`config.mk`:
```
export PLATFORM = sky130hd
export DESIGN_NAME = encsim_core
export DESIGN_NICKNAME = d
export VERILOG_FILES = /design/src/rtl/encsim_pkg.sv /design/src/rtl/encsim_quad_step.sv /design/src/rtl/encsim_core.sv
export VERILOG_INCLUDE_DIRS = /design/src /design/src/rtl
export SDC_FILE = /design/constraint.sdc
export NUM_CORES = 1
export LEC_CHECK = 0
export ABC_AREA = 1
export BUFFER_PORTS_ARGS = -buffer_cell sky130_fd_sc_hd__buf_2
export CORE_ASPECT_RATIO = 0.6
export CORE_MARGIN = 2
export CORE_UTILIZATION = 45
export CTS_BUF_LIST = sky130_fd_sc_hd__clkbuf_8 sky130_fd_sc_hd__clkbuf_16
export DETAILED_ROUTE_END_ITERATION = 7
export SYNTH_ARGS = -nofsm -noshare
export SYNTH_HDL_FRONTEND = slang
export SYNTH_SLANG_ARGS = --single-unit
```
`constraint.sdc`:
```
create_clock -name core_clk -period 16.8 [get_ports core_clk]
set_input_delay 0 -clock core_clk [delete_from_list [all_inputs] [get_ports core_clk]]
set_output_delay 0 -clock core_clk [all_outputs]
set_load 0.01 [all_outputs]
```
`src/rtl/encsim_defs.svh`:
```
/*
 * Constants for the encoder pulse simulator: widths, limits, reset
 * values and timing counts. Included by the simulator core only;
 * assumes a 50 MHz core clock.
 */
`ifndef ENCSIM_DEFS_SVH
`define ENCSIM_DEFS_SVH

`define ENCSIM_POS_W        16
`define ENCSIM_OFS_W        15
`define ENCSIM_OFS_RST      15'sh0005
`define ENCSIM_OFS_MAX      15'sh2000
`define ENCSIM_OFS_MIN      15'sh6001
`define ENCSIM_LINE_SEL_W   4
`define ENCSIM_LINE_SEL_MAX 4'hb
`define ENCSIM_LINE_SEL_RST 4'h5
`define ENCSIM_SHIFT_BASE   5'h0d
`define ENCSIM_CLK_HZ       50000000
`define ENCSIM_TICK_NS      100
`define ENCSIM_TICK_CYC     ((`ENCSIM_TICK_NS * (`ENCSIM_CLK_HZ / 1000000)) / 1000)
`define ENCSIM_TICK_W       8
`define ENCSIM_ZP_NS        1000
`define ENCSIM_ZP_CYC       ((`ENCSIM_ZP_NS * (`ENCSIM_CLK_HZ / 1000000)) / 1000)

`endif

```
`src/rtl/encsim_pkg.sv`:
```
/*
 * Types of the encoder pulse simulator. Used by the simulator core only.
 */
package encsim_pkg;
    typedef enum logic {ENCSIM_MODE_PASS, ENCSIM_MODE_SCALED} encsim_mode_t;
    typedef enum logic [1:0] {ENCSIM_ZP_IDLE, ENCSIM_ZP_ARMED, ENCSIM_ZP_COUNT,
                              ENCSIM_ZP_FIRE} encsim_zp_state_t;
endpackage

```
`src/rtl/encsim_quad_step.sv`:
```
/*
 * Quadrature stepper: one step pulse with a direction moves a 2-bit
 * binary phase, gray-decoded into tracks A and B from flip-flops. Assumes step pulses
 * are already paced by the caller.
 */
`timescale 1ns/1ps
`default_nettype none
module encsim_quad_step (
    input  wire logic core_clk,   // Core clock
    input  wire logic sys_rst,    // Async reset, high
    input  wire logic step,       // One-cycle step request
    input  wire logic dir_cw,     // 1 = clockwise step
    output logic      trk_a,      // Track A
    output logic      trk_b,      // Track B
    output logic      period_end  // Pulse when phase wraps to 0
);
    logic [1:0] phase_r;
    logic [1:0] phase_nxt;
    wire        do_wrap;

    // Clockwise counts up, so A leads B; the reverse swaps order
    assign phase_nxt = dir_cw ? phase_r + 2'h1 : phase_r - 2'h1;
    assign do_wrap   = step && (phase_nxt == 2'h0);

    // ==============================================================
    // Phase and tracks
    // Gray decode keeps A and B a quarter period apart
    always_ff @(posedge core_clk or posedge sys_rst) begin
        if (sys_rst) begin
            phase_r    <= 2'h0;
            trk_a      <= 1'b0;
            trk_b      <= 1'b0;
            period_end <= 1'b0;
        end else begin
            period_end <= do_wrap;
            if (step) begin
                phase_r <= phase_nxt;
                trk_a   <= phase_nxt[1] ^ phase_nxt[0];
                trk_b   <= phase_nxt[1];
            end
        end
    end

    a_quarter_shift: assert property (@(posedge core_clk) disable iff (sys_rst)
        $changed(trk_a) |-> $stable(trk_b)) else $error("tracks changed together");
    a_wrap_pulse: assert property (@(posedge core_clk) disable iff (sys_rst)
        do_wrap |=> period_end) else $error("period end missing");
endmodule
`default_nettype wire

```
`src/rtl/encsim_core.sv`:
```
/*
 * Encoder pulse simulator core. Pass-through synchronises and forwards the
 * optical tracks; scaled mode steps quadrature outputs from the
 * motor angle at a chosen power-of-two line count and places a zero
 * pulse a nonzero signed number of periods after the angle zero crossing.
 * Assumes the angle word comes from the core clock domain and the
 * analogue tracks and sync input come from pins.
 */
`timescale 1ns/1ps
`default_nettype none
`include "encsim_defs.svh"
module encsim_core (
    input  wire logic                          core_clk,                 // 50 MHz clock
    input  wire logic                          sys_rst,                  // Async reset, high
    input  wire logic                          mode_scaled,              // 1 = scaled software mode
    input  wire logic                          enc_optical,              // Optical encoder fitted
    input  wire logic [`ENCSIM_LINE_SEL_W-1:0] line_sel,                 // Lines = 32 << sel
    input  wire logic signed [`ENCSIM_OFS_W-1:0] zero_pulse_offset_periods, // Signed offset
    input  wire logic                          ofs_load,                 // Load offset pulse
    input  wire logic                          zero_pulse_sim_select,    // Pin: low = enable
    input  wire logic [`ENCSIM_POS_W-1:0]      motor_angle,              // Angle, full turn
    input  wire logic                          sin_sq,                   // Comparator sine
    input  wire logic                          cos_sq,                   // Comparator cosine
    input  wire logic                          sin_index,                // Optical index mark
    output logic                               out_a,                    // Track A
    output logic                               out_b,                    // Track B
    output logic                               out_z,                    // Zero pulse track
    output logic signed [`ENCSIM_OFS_W-1:0]    ofs_active,               // Offset in use
    output logic                               zp_armed                  // Waiting to emit
);
    // ==============================================================
    // Pin synchronisers
    logic [1:0] sin_s_r, cos_s_r, idx_s_r, sync_s_r;
    always_ff @(posedge core_clk or posedge sys_rst) begin
        if (sys_rst) begin
            sin_s_r  <= 2'h0;
            cos_s_r  <= 2'h0;
            idx_s_r  <= 2'h0;
            sync_s_r <= 2'h3;
        end else begin
            sin_s_r  <= {sin_s_r[0], sin_sq};
            cos_s_r  <= {cos_s_r[0], cos_sq};
            idx_s_r  <= {idx_s_r[0], sin_index};
            sync_s_r <= {sync_s_r[0], zero_pulse_sim_select};
        end
    end

    // ==============================================================
    // Offset register, kept within its legal range
    logic signed [`ENCSIM_OFS_W-1:0] ofs_r;
    wire ofs_ok = (zero_pulse_offset_periods <= `ENCSIM_OFS_MAX)
               && (zero_pulse_offset_periods >= `ENCSIM_OFS_MIN);
    // Out-of-range writes are dropped rather than wrapped
    always_ff @(posedge core_clk or posedge sys_rst) begin
        if (sys_rst)
            ofs_r <= `ENCSIM_OFS_RST;
        else if (ofs_load && ofs_ok)
            ofs_r <= zero_pulse_offset_periods;
    end
    assign ofs_active = ofs_r;

    // ==============================================================
    // Line count scaling: target position in quarter steps
    logic [`ENCSIM_LINE_SEL_W-1:0] sel_r;
    always_ff @(posedge core_clk or posedge sys_rst) begin
        if (sys_rst)
            sel_r <= `ENCSIM_LINE_SEL_RST;
        else if (line_sel <= `ENCSIM_LINE_SEL_MAX)
            sel_r <= line_sel;
    end
    // Angle sampled once per tick; the update rate is the small lag
    logic [7:0] tick_cnt_r;
    wire        tick = (tick_cnt_r == 8'(`ENCSIM_TICK_CYC - 1));
    always_ff @(posedge core_clk or posedge sys_rst) begin
        if (sys_rst)
            tick_cnt_r <= 8'h00;
        else
            tick_cnt_r <= tick ? 8'h00 : tick_cnt_r + 8'h01;
    end
    logic [`ENCSIM_POS_W-1:0] ang_r;
    always_ff @(posedge core_clk or posedge sys_rst) begin
        if (sys_rst)
            ang_r <= '0;
        else if (tick)
            ang_r <= motor_angle;
    end
    // Quarter-step position: angle * 4 * 32 << sel / 2^16, kept 20 bits wide
    wire [4:0]  shr = `ENCSIM_SHIFT_BASE - 5'(sel_r);
    wire [19:0] tgt = 20'({ang_r, 4'h0} >> shr);
    // Quarter steps per turn less one, and half a turn, for modular distance
    wire [19:0] top_q  = (20'h80 << sel_r) - 20'h1;
    wire [19:0] half_q = 20'h40 << sel_r;
    logic [19:0] pos_r;
    // Distance taken modulo one turn, so the wrap through zero is one step
    wire [19:0] diff = (tgt - pos_r) & top_q;
    wire        need_step = (diff != 20'h0);
    wire        step_cw = ((diff & half_q) == 20'h0);
    // Masking keeps position inside the turn after a line count change
    wire [19:0] pos_inc = (pos_r + 20'h1) & top_q;
    wire [19:0] pos_dec = (pos_r - 20'h1) & top_q;
    // One quarter step per cycle at most; the configurer keeps speed low
    wire        step = mode_scaled && need_step;
    always_ff @(posedge core_clk or posedge sys_rst) begin
        if (sys_rst)
            pos_r <= '0;
        else if (step)
            pos_r <= step_cw ? pos_inc : pos_dec;
    end

    logic q_a, q_b, q_wrap;
    encsim_quad_step u_quad (
        .core_clk   (core_clk),
        .sys_rst    (sys_rst),
        .step       (step),
        .dir_cw     (step_cw),
        .trk_a      (q_a),
        .trk_b      (q_b),
        .period_end (q_wrap)
    );

    // ==============================================================
    // Zero pulse placement
    // Revolution mark: position wraps through zero, direction known
    wire cross_cw  = step && step_cw  && (pos_r == top_q);
    // Period end seen on the step itself, so the mark's own wrap is not counted
    wire per_end = step && (step_cw ? (pos_r[1:0] == 2'h3) : (pos_r[1:0] == 2'h1));
    wire cross_ccw = step && !step_cw && (pos_r == 20'h0);
    wire sim_en = mode_scaled && enc_optical && !sync_s_r[1];
    wire want_cw = !ofs_r[`ENCSIM_OFS_W-1];
    wire [`ENCSIM_OFS_W-1:0] ofs_mag = want_cw ? ofs_r : -ofs_r;
    wire period_dir_ok = (step_cw == want_cw);

    encsim_pkg::encsim_zp_state_t st_r;
    logic [`ENCSIM_OFS_W-1:0] per_cnt_r;
    logic [5:0]               zp_cnt_r;
    wire dir_cross = want_cw ? cross_cw : cross_ccw;
    // Same mark every turn, so placement repeats
    always_ff @(posedge core_clk or posedge sys_rst) begin
        if (sys_rst) begin
            st_r      <= encsim_pkg::ENCSIM_ZP_IDLE;
            per_cnt_r <= '0;
            zp_cnt_r  <= 6'h00;
        end else begin
            case (st_r)
                encsim_pkg::ENCSIM_ZP_IDLE: begin
                    if (sim_en && dir_cross && ofs_mag != '0) begin
                        st_r      <= encsim_pkg::ENCSIM_ZP_COUNT;
                        per_cnt_r <= ofs_mag;
                    end
                end
                encsim_pkg::ENCSIM_ZP_COUNT: begin
                    // Reversal or disable abandons the pulse
                    if (!sim_en || (step && !period_dir_ok))
                        st_r <= encsim_pkg::ENCSIM_ZP_IDLE;
                    else if (per_end) begin
                        if (per_cnt_r == 15'h0001) begin
                            st_r     <= encsim_pkg::ENCSIM_ZP_FIRE;
                            zp_cnt_r <= 6'(`ENCSIM_ZP_CYC);
                        end
                        per_cnt_r <= per_cnt_r - 15'h0001;
                    end
                end
                encsim_pkg::ENCSIM_ZP_FIRE: begin
                    zp_cnt_r <= zp_cnt_r - 6'h01;
                    if (zp_cnt_r == 6'h01)
                        st_r <= encsim_pkg::ENCSIM_ZP_IDLE;
                end
                default: st_r <= encsim_pkg::ENCSIM_ZP_IDLE;
            endcase
        end
    end
    assign zp_armed = (st_r == encsim_pkg::ENCSIM_ZP_COUNT);
    wire zp_sw = (st_r == encsim_pkg::ENCSIM_ZP_FIRE);

    // ==============================================================
    // Output selection, registered
    wire nxt_a = mode_scaled ? q_a : sin_s_r[1];
    wire nxt_b = mode_scaled ? q_b : cos_s_r[1];
    // No zero track in scaled mode unless simulation runs
    wire nxt_z = mode_scaled ? zp_sw : idx_s_r[1];
    always_ff @(posedge core_clk or posedge sys_rst) begin
        if (sys_rst) begin
            out_a <= 1'b0;
            out_b <= 1'b0;
            out_z <= 1'b0;
        end else begin
            out_a <= nxt_a;
            out_b <= nxt_b;
            out_z <= nxt_z;
        end
    end

    // ==============================================================
    // Checks
    a_zp_only_en: assert property (@(posedge core_clk) disable iff (sys_rst)
        (mode_scaled && $past(mode_scaled) && $rose(out_z)) |-> $past(sim_en, 2))
        else $error("zero pulse while disabled");
    a_period_sync: assert property (@(posedge core_clk) disable iff (sys_rst)
        per_end |=> q_wrap) else $error("period count out of step");
    a_sync_high_off: assert property (@(posedge core_clk) disable iff (sys_rst)
        sync_s_r[1] |=> st_r != encsim_pkg::ENCSIM_ZP_COUNT)
        else $error("sync high kept armed");
    a_ofs_range: assert property (@(posedge core_clk) disable iff (sys_rst)
        ofs_r <= `ENCSIM_OFS_MAX && ofs_r >= `ENCSIM_OFS_MIN)
        else $error("offset out of range");
    a_wrong_dir: assert property (@(posedge core_clk) disable iff (sys_rst)
        (zp_armed && step && !period_dir_ok) |=> !zp_armed && !zp_sw)
        else $error("wrong direction kept pulse");
    a_count_start: assert property (@(posedge core_clk) disable iff (sys_rst)
        (st_r == encsim_pkg::ENCSIM_ZP_IDLE && sim_en && dir_cross && ofs_mag != '0)
        |=> per_cnt_r == $past(ofs_mag)) else $error("offset not loaded");
    a_pass_fwd: assert property (@(posedge core_clk) disable iff (sys_rst)
        !mode_scaled |=> out_a == $past(sin_s_r[1]) && out_b == $past(cos_s_r[1]))
        else $error("pass-through mismatch");
    a_zp_width: assert property (@(posedge core_clk) disable iff (sys_rst)
        $rose(zp_sw) |-> zp_sw [*8]) else $error("zero pulse too short");
    a_scaled_lag: assert property (@(posedge core_clk) disable iff (sys_rst)
        tick |=> ang_r == $past(motor_angle)) else $error("angle not sampled");
    a_step_limit: assert property (@(posedge core_clk) disable iff (sys_rst)
        step |=> pos_r != $past(pos_r)) else $error("step lost");
endmodule
`default_nettype wire

```
==> out/metrics.yaml <==
sta:
  rsz0062_at_grt: "false"
  tightest_slew_ns: 0.761
  hold_viol_final: 0
  drv_slew: 0
  setup_viol: 0
  fin_setup_tns_ns: 0
  setup_ws_ns: 9.70
  finClkSkew_ns: 0.0148
  maxSlewHeadroom_pct: 49.3
  fin_crit_sh_pct: 42.3
  clock.fmax_mhz: 141
  post-route-min-period_ns: 7.10
route:
  drt_iter0_markers: 981
  wl_per_cell_um: 15.9
  first_pass_iters: 5
  drtAntennaViolNets: 0
  totalWireLength_um: 26500
  drc: 0
  vias: 8698
  viasPerCell: 5.23
setup_path:
  r2r_setup_slack_ns: 9.70
  r2r_end: "pos_r[18]$_DFFE_PP0P_"
  worstRegToRegCells: 35
  cp.required_ns: 17.02
  worstSetupStartpointType: "register"
  cp.arrival_ns: 7.32
  slowest_stage: "dfrtp_1"
  critical_path.max_stage_delay_ns: 0.77
  end_kind: "register"
  critPathLaunch: "sel_r[1]$_DFFE_PP0P_"
  critPathKind: "register to register"
  endpoint: "pos_r[18]$_DFFE_PP0P_"
  cp_max_fo: 24
  crit-reg2reg-launch: "sel_r[1]$_DFFE_PP0P_"
synthesis:
  yosysSeqAreaShare_pct: 29.0
  yosysTopAreaCellShare_pct: 27.2
  synth_top_area_cell: "dfrtp_1"
  synth.ff_latch_count: 100
  netlist_instances: 1323
  syn_area_sq_um: 8660
  synth_ff_type: "dfrtp_1"
  syn-num-nets: 1417
  yosys_warnings: 0
  avgSynthCellArea_sq_um: 6.55
  async_reset_ff_share_pct: 100
  synth_cell_types: 54
  yosys-top-cells-area: "dfrtp_1, nand2_1, inv_1"
  synth_edf_count: 0
final_layout:
  multi_input_area_sq_um: 5230
  fin_cells: 1664
  final_common_cell: "nand2_1"
  stdcell_area_sq_um: 9870
  final_cell_mix: "nand2_1, inv_1, nor2_1"
  flow.area_growth_from_synthesis_pct: 13.9
  seq_area_sq_um: 2510
  final_nets: 1507
  drive_gt1_share_pct: 9.17
  fill_cells: 1924
  n_antenna_cell: 0
floorplan:
  die_x_um: 183
  core-area_sq_um: 18900
  start_util_pct: 45.7
  ios: 63
  die_y_um: 111
  die-area_sq_um: 20400
  core.rowCount: 39
clocking:
  clk-insertion-delay-late_ns: 0.37
  numCtsBuffers: 9
  ctsResizeCount: 0
  cts_tree: "yes"
  clk_pin_slew_ns: 0.07
  clockBufferDepth: 2
  clock-sinks: 100
  cts_root_buffer: "clkbuf_16"
  htreeDepth: 3
pwr:
  p_int_uw: 696
  static-leakage-power_uw: 0.00528
  p_per_area_nw_per_um2: 147
  power_uw: 1450
  combPwrFrac_pct: 63.0
  pwr-share-seq_pct: 22.7
  p_clk_share_pct: 14.4
  swShare_pct: 52.2
  ir_drop_uv: 65.7
  p_switching_uw: 758
placed_design:
  pre_cts_slack_ns: 9.90
  globalplace.congestion: 0.953
  hpwl_um: 20800
  dpl-instance-area_sq_um: 9180
  place.port_buffers: 62
  dpl.cell_count: 1607
global_routing:
  grt_usage_pct: 27.0
  overflow: 0
  grt_pass1_vias: 7873
  grt_start_max_net_pins: 54
  antenna_found_initial: 0
  grt_pass1_wl_um: 43100
job:
  maxCapViolCount: 0
run_status:
  status: "finished clean"
worst_hold_path:
  hold_path_class: "input pin to register"
how the worst min path moves through the flow:
stage / start / to / slack (ns) / cells past startpoint
2_1_floorplan: zero_pulse_sim_select / sync_s_r[0]$_DFF_PP1_ / 0.004 / 0
3_3_place_gp: zero_pulse_sim_select / sync_s_r[0]$_DFF_PP1_ / 0.10 / 1
3_5_place_dp: zero_pulse_sim_select / sync_s_r[0]$_DFF_PP1_ / 0.11 / 1
4_1_cts: ofs_load / ofs_active[14]$_DFFE_PP0P_ / 0.03 / 3
5_1_grt: ofs_load / ofs_active[14]$_DFFE_PP0P_ / 0.05 / 3
6_report: ofs_load / ofs_active[14]$_DFFE_PP0P_ / 0.05 / 3
worst max-delay path, delay by kind of cell, from the launching register on:
kind | cells | cell delay, ns
AO/OA/AOI/OAI | 8 | 1.54
flip-flops | 1 | 0.77
AND/OR/NAND/NOR | 20 | 2.68
adder cells (fa/ha/maj) | 4 | 1.42
buffers and inverters | 3 | 0.56
state kept, by name (all words and copies together) (netlist names), 2 cells and up:
register    count
pos_r          20
ang_r          16
ofs_active     15
per_cnt_r      15
tick_cnt_r      8
zp_cnt_r        6
sel_r           4
cos_s_r         2
idx_s_r         2
sin_s_r         2
st_r            2
sync_s_r        2
per-stage QoR:
step                hold WS (ns)  utilization [%]
global route              0.0533             52.1
detailed placement         0.107             48.5
finish                    0.0512             52.1
global placement           0.105             48.5
floorplan                0.00448                -
CTS                       0.0295             52.1
synthesized netlist by cell type (3+ instances only):
cell type  instances
nand2_2            5
o21ai_0          122
inv_1            200
buf_2              4
xor2_1            36
inv_2              7
nor2_4             4
nand2_4            4
nand2_1          353
nand4_1           42
nand3b_1           3
a21boi_0           3
clkbuf_1          17
nor2_1           125
a31oi_1            9
xnor2_1            7
o22ai_1            8
mux2_2             4
nor4_1             7
o211ai_1           4
ha_1              48
nor3_1            23
or2_2              5
a21oi_1           54
mux2i_1            4
buf_4              4
nand3_1           83
dfstp_2            6
nor2_2             5
dfrtp_1           94
kinds of logic after synthesis:
kind of cell    after synthesis  synth area share (%)
flops                       100                  29.0
simple gates                667                  33.7
fa+ha+maj                    50                  7.40
compound gates              216                  13.5
mux                           8                 0.982
buf+inv                     237                  10.7
xor+xnor                     45                  4.72
area by class of cell:
class / instances / share of cell area, %
Clock buffer: 9 / 2.28
Clock inverter: 7 / 0.558
Inverter: 209 / 7.98
Multi-Input combinational cell: 986 / 53.0
Sequential cell: 100 / 25.4
Tap cell: 246 / 3.12
Timing Repair Buffer: 107 / 7.61
metal layers:
metal | global-route usage [%] | part of all wire (%) | vias to the layer above
met5 | 0 | 0 | -
met4 | 3.95 | 0.66 | 0
met3 | 7.20 | 9.4 | 16
met2 | 32.2 | 34 | 343
met1 | 46.7 | 56 | 3864
li1 | - | - | 4475
repair_timing:
item | CTS | global route
setup buffers | 0 | 0
endpoints found under the hold margin | 84 | 0
hold buffers | 41 | 0
power by group through the flow:
stage | Combinational (uW) | Sequential [uW] | Clock [uW]
after floorplan | 676 | 316 | 0
after detailed placement | 886 | 333 | 0
after global placement | 891 | 334 | 0
after global routing | 1040 | 335 | 224
final | 915 | 330 | 209
after CTS | 897 | 329 | 215
(Power assumes the default switching activity.)
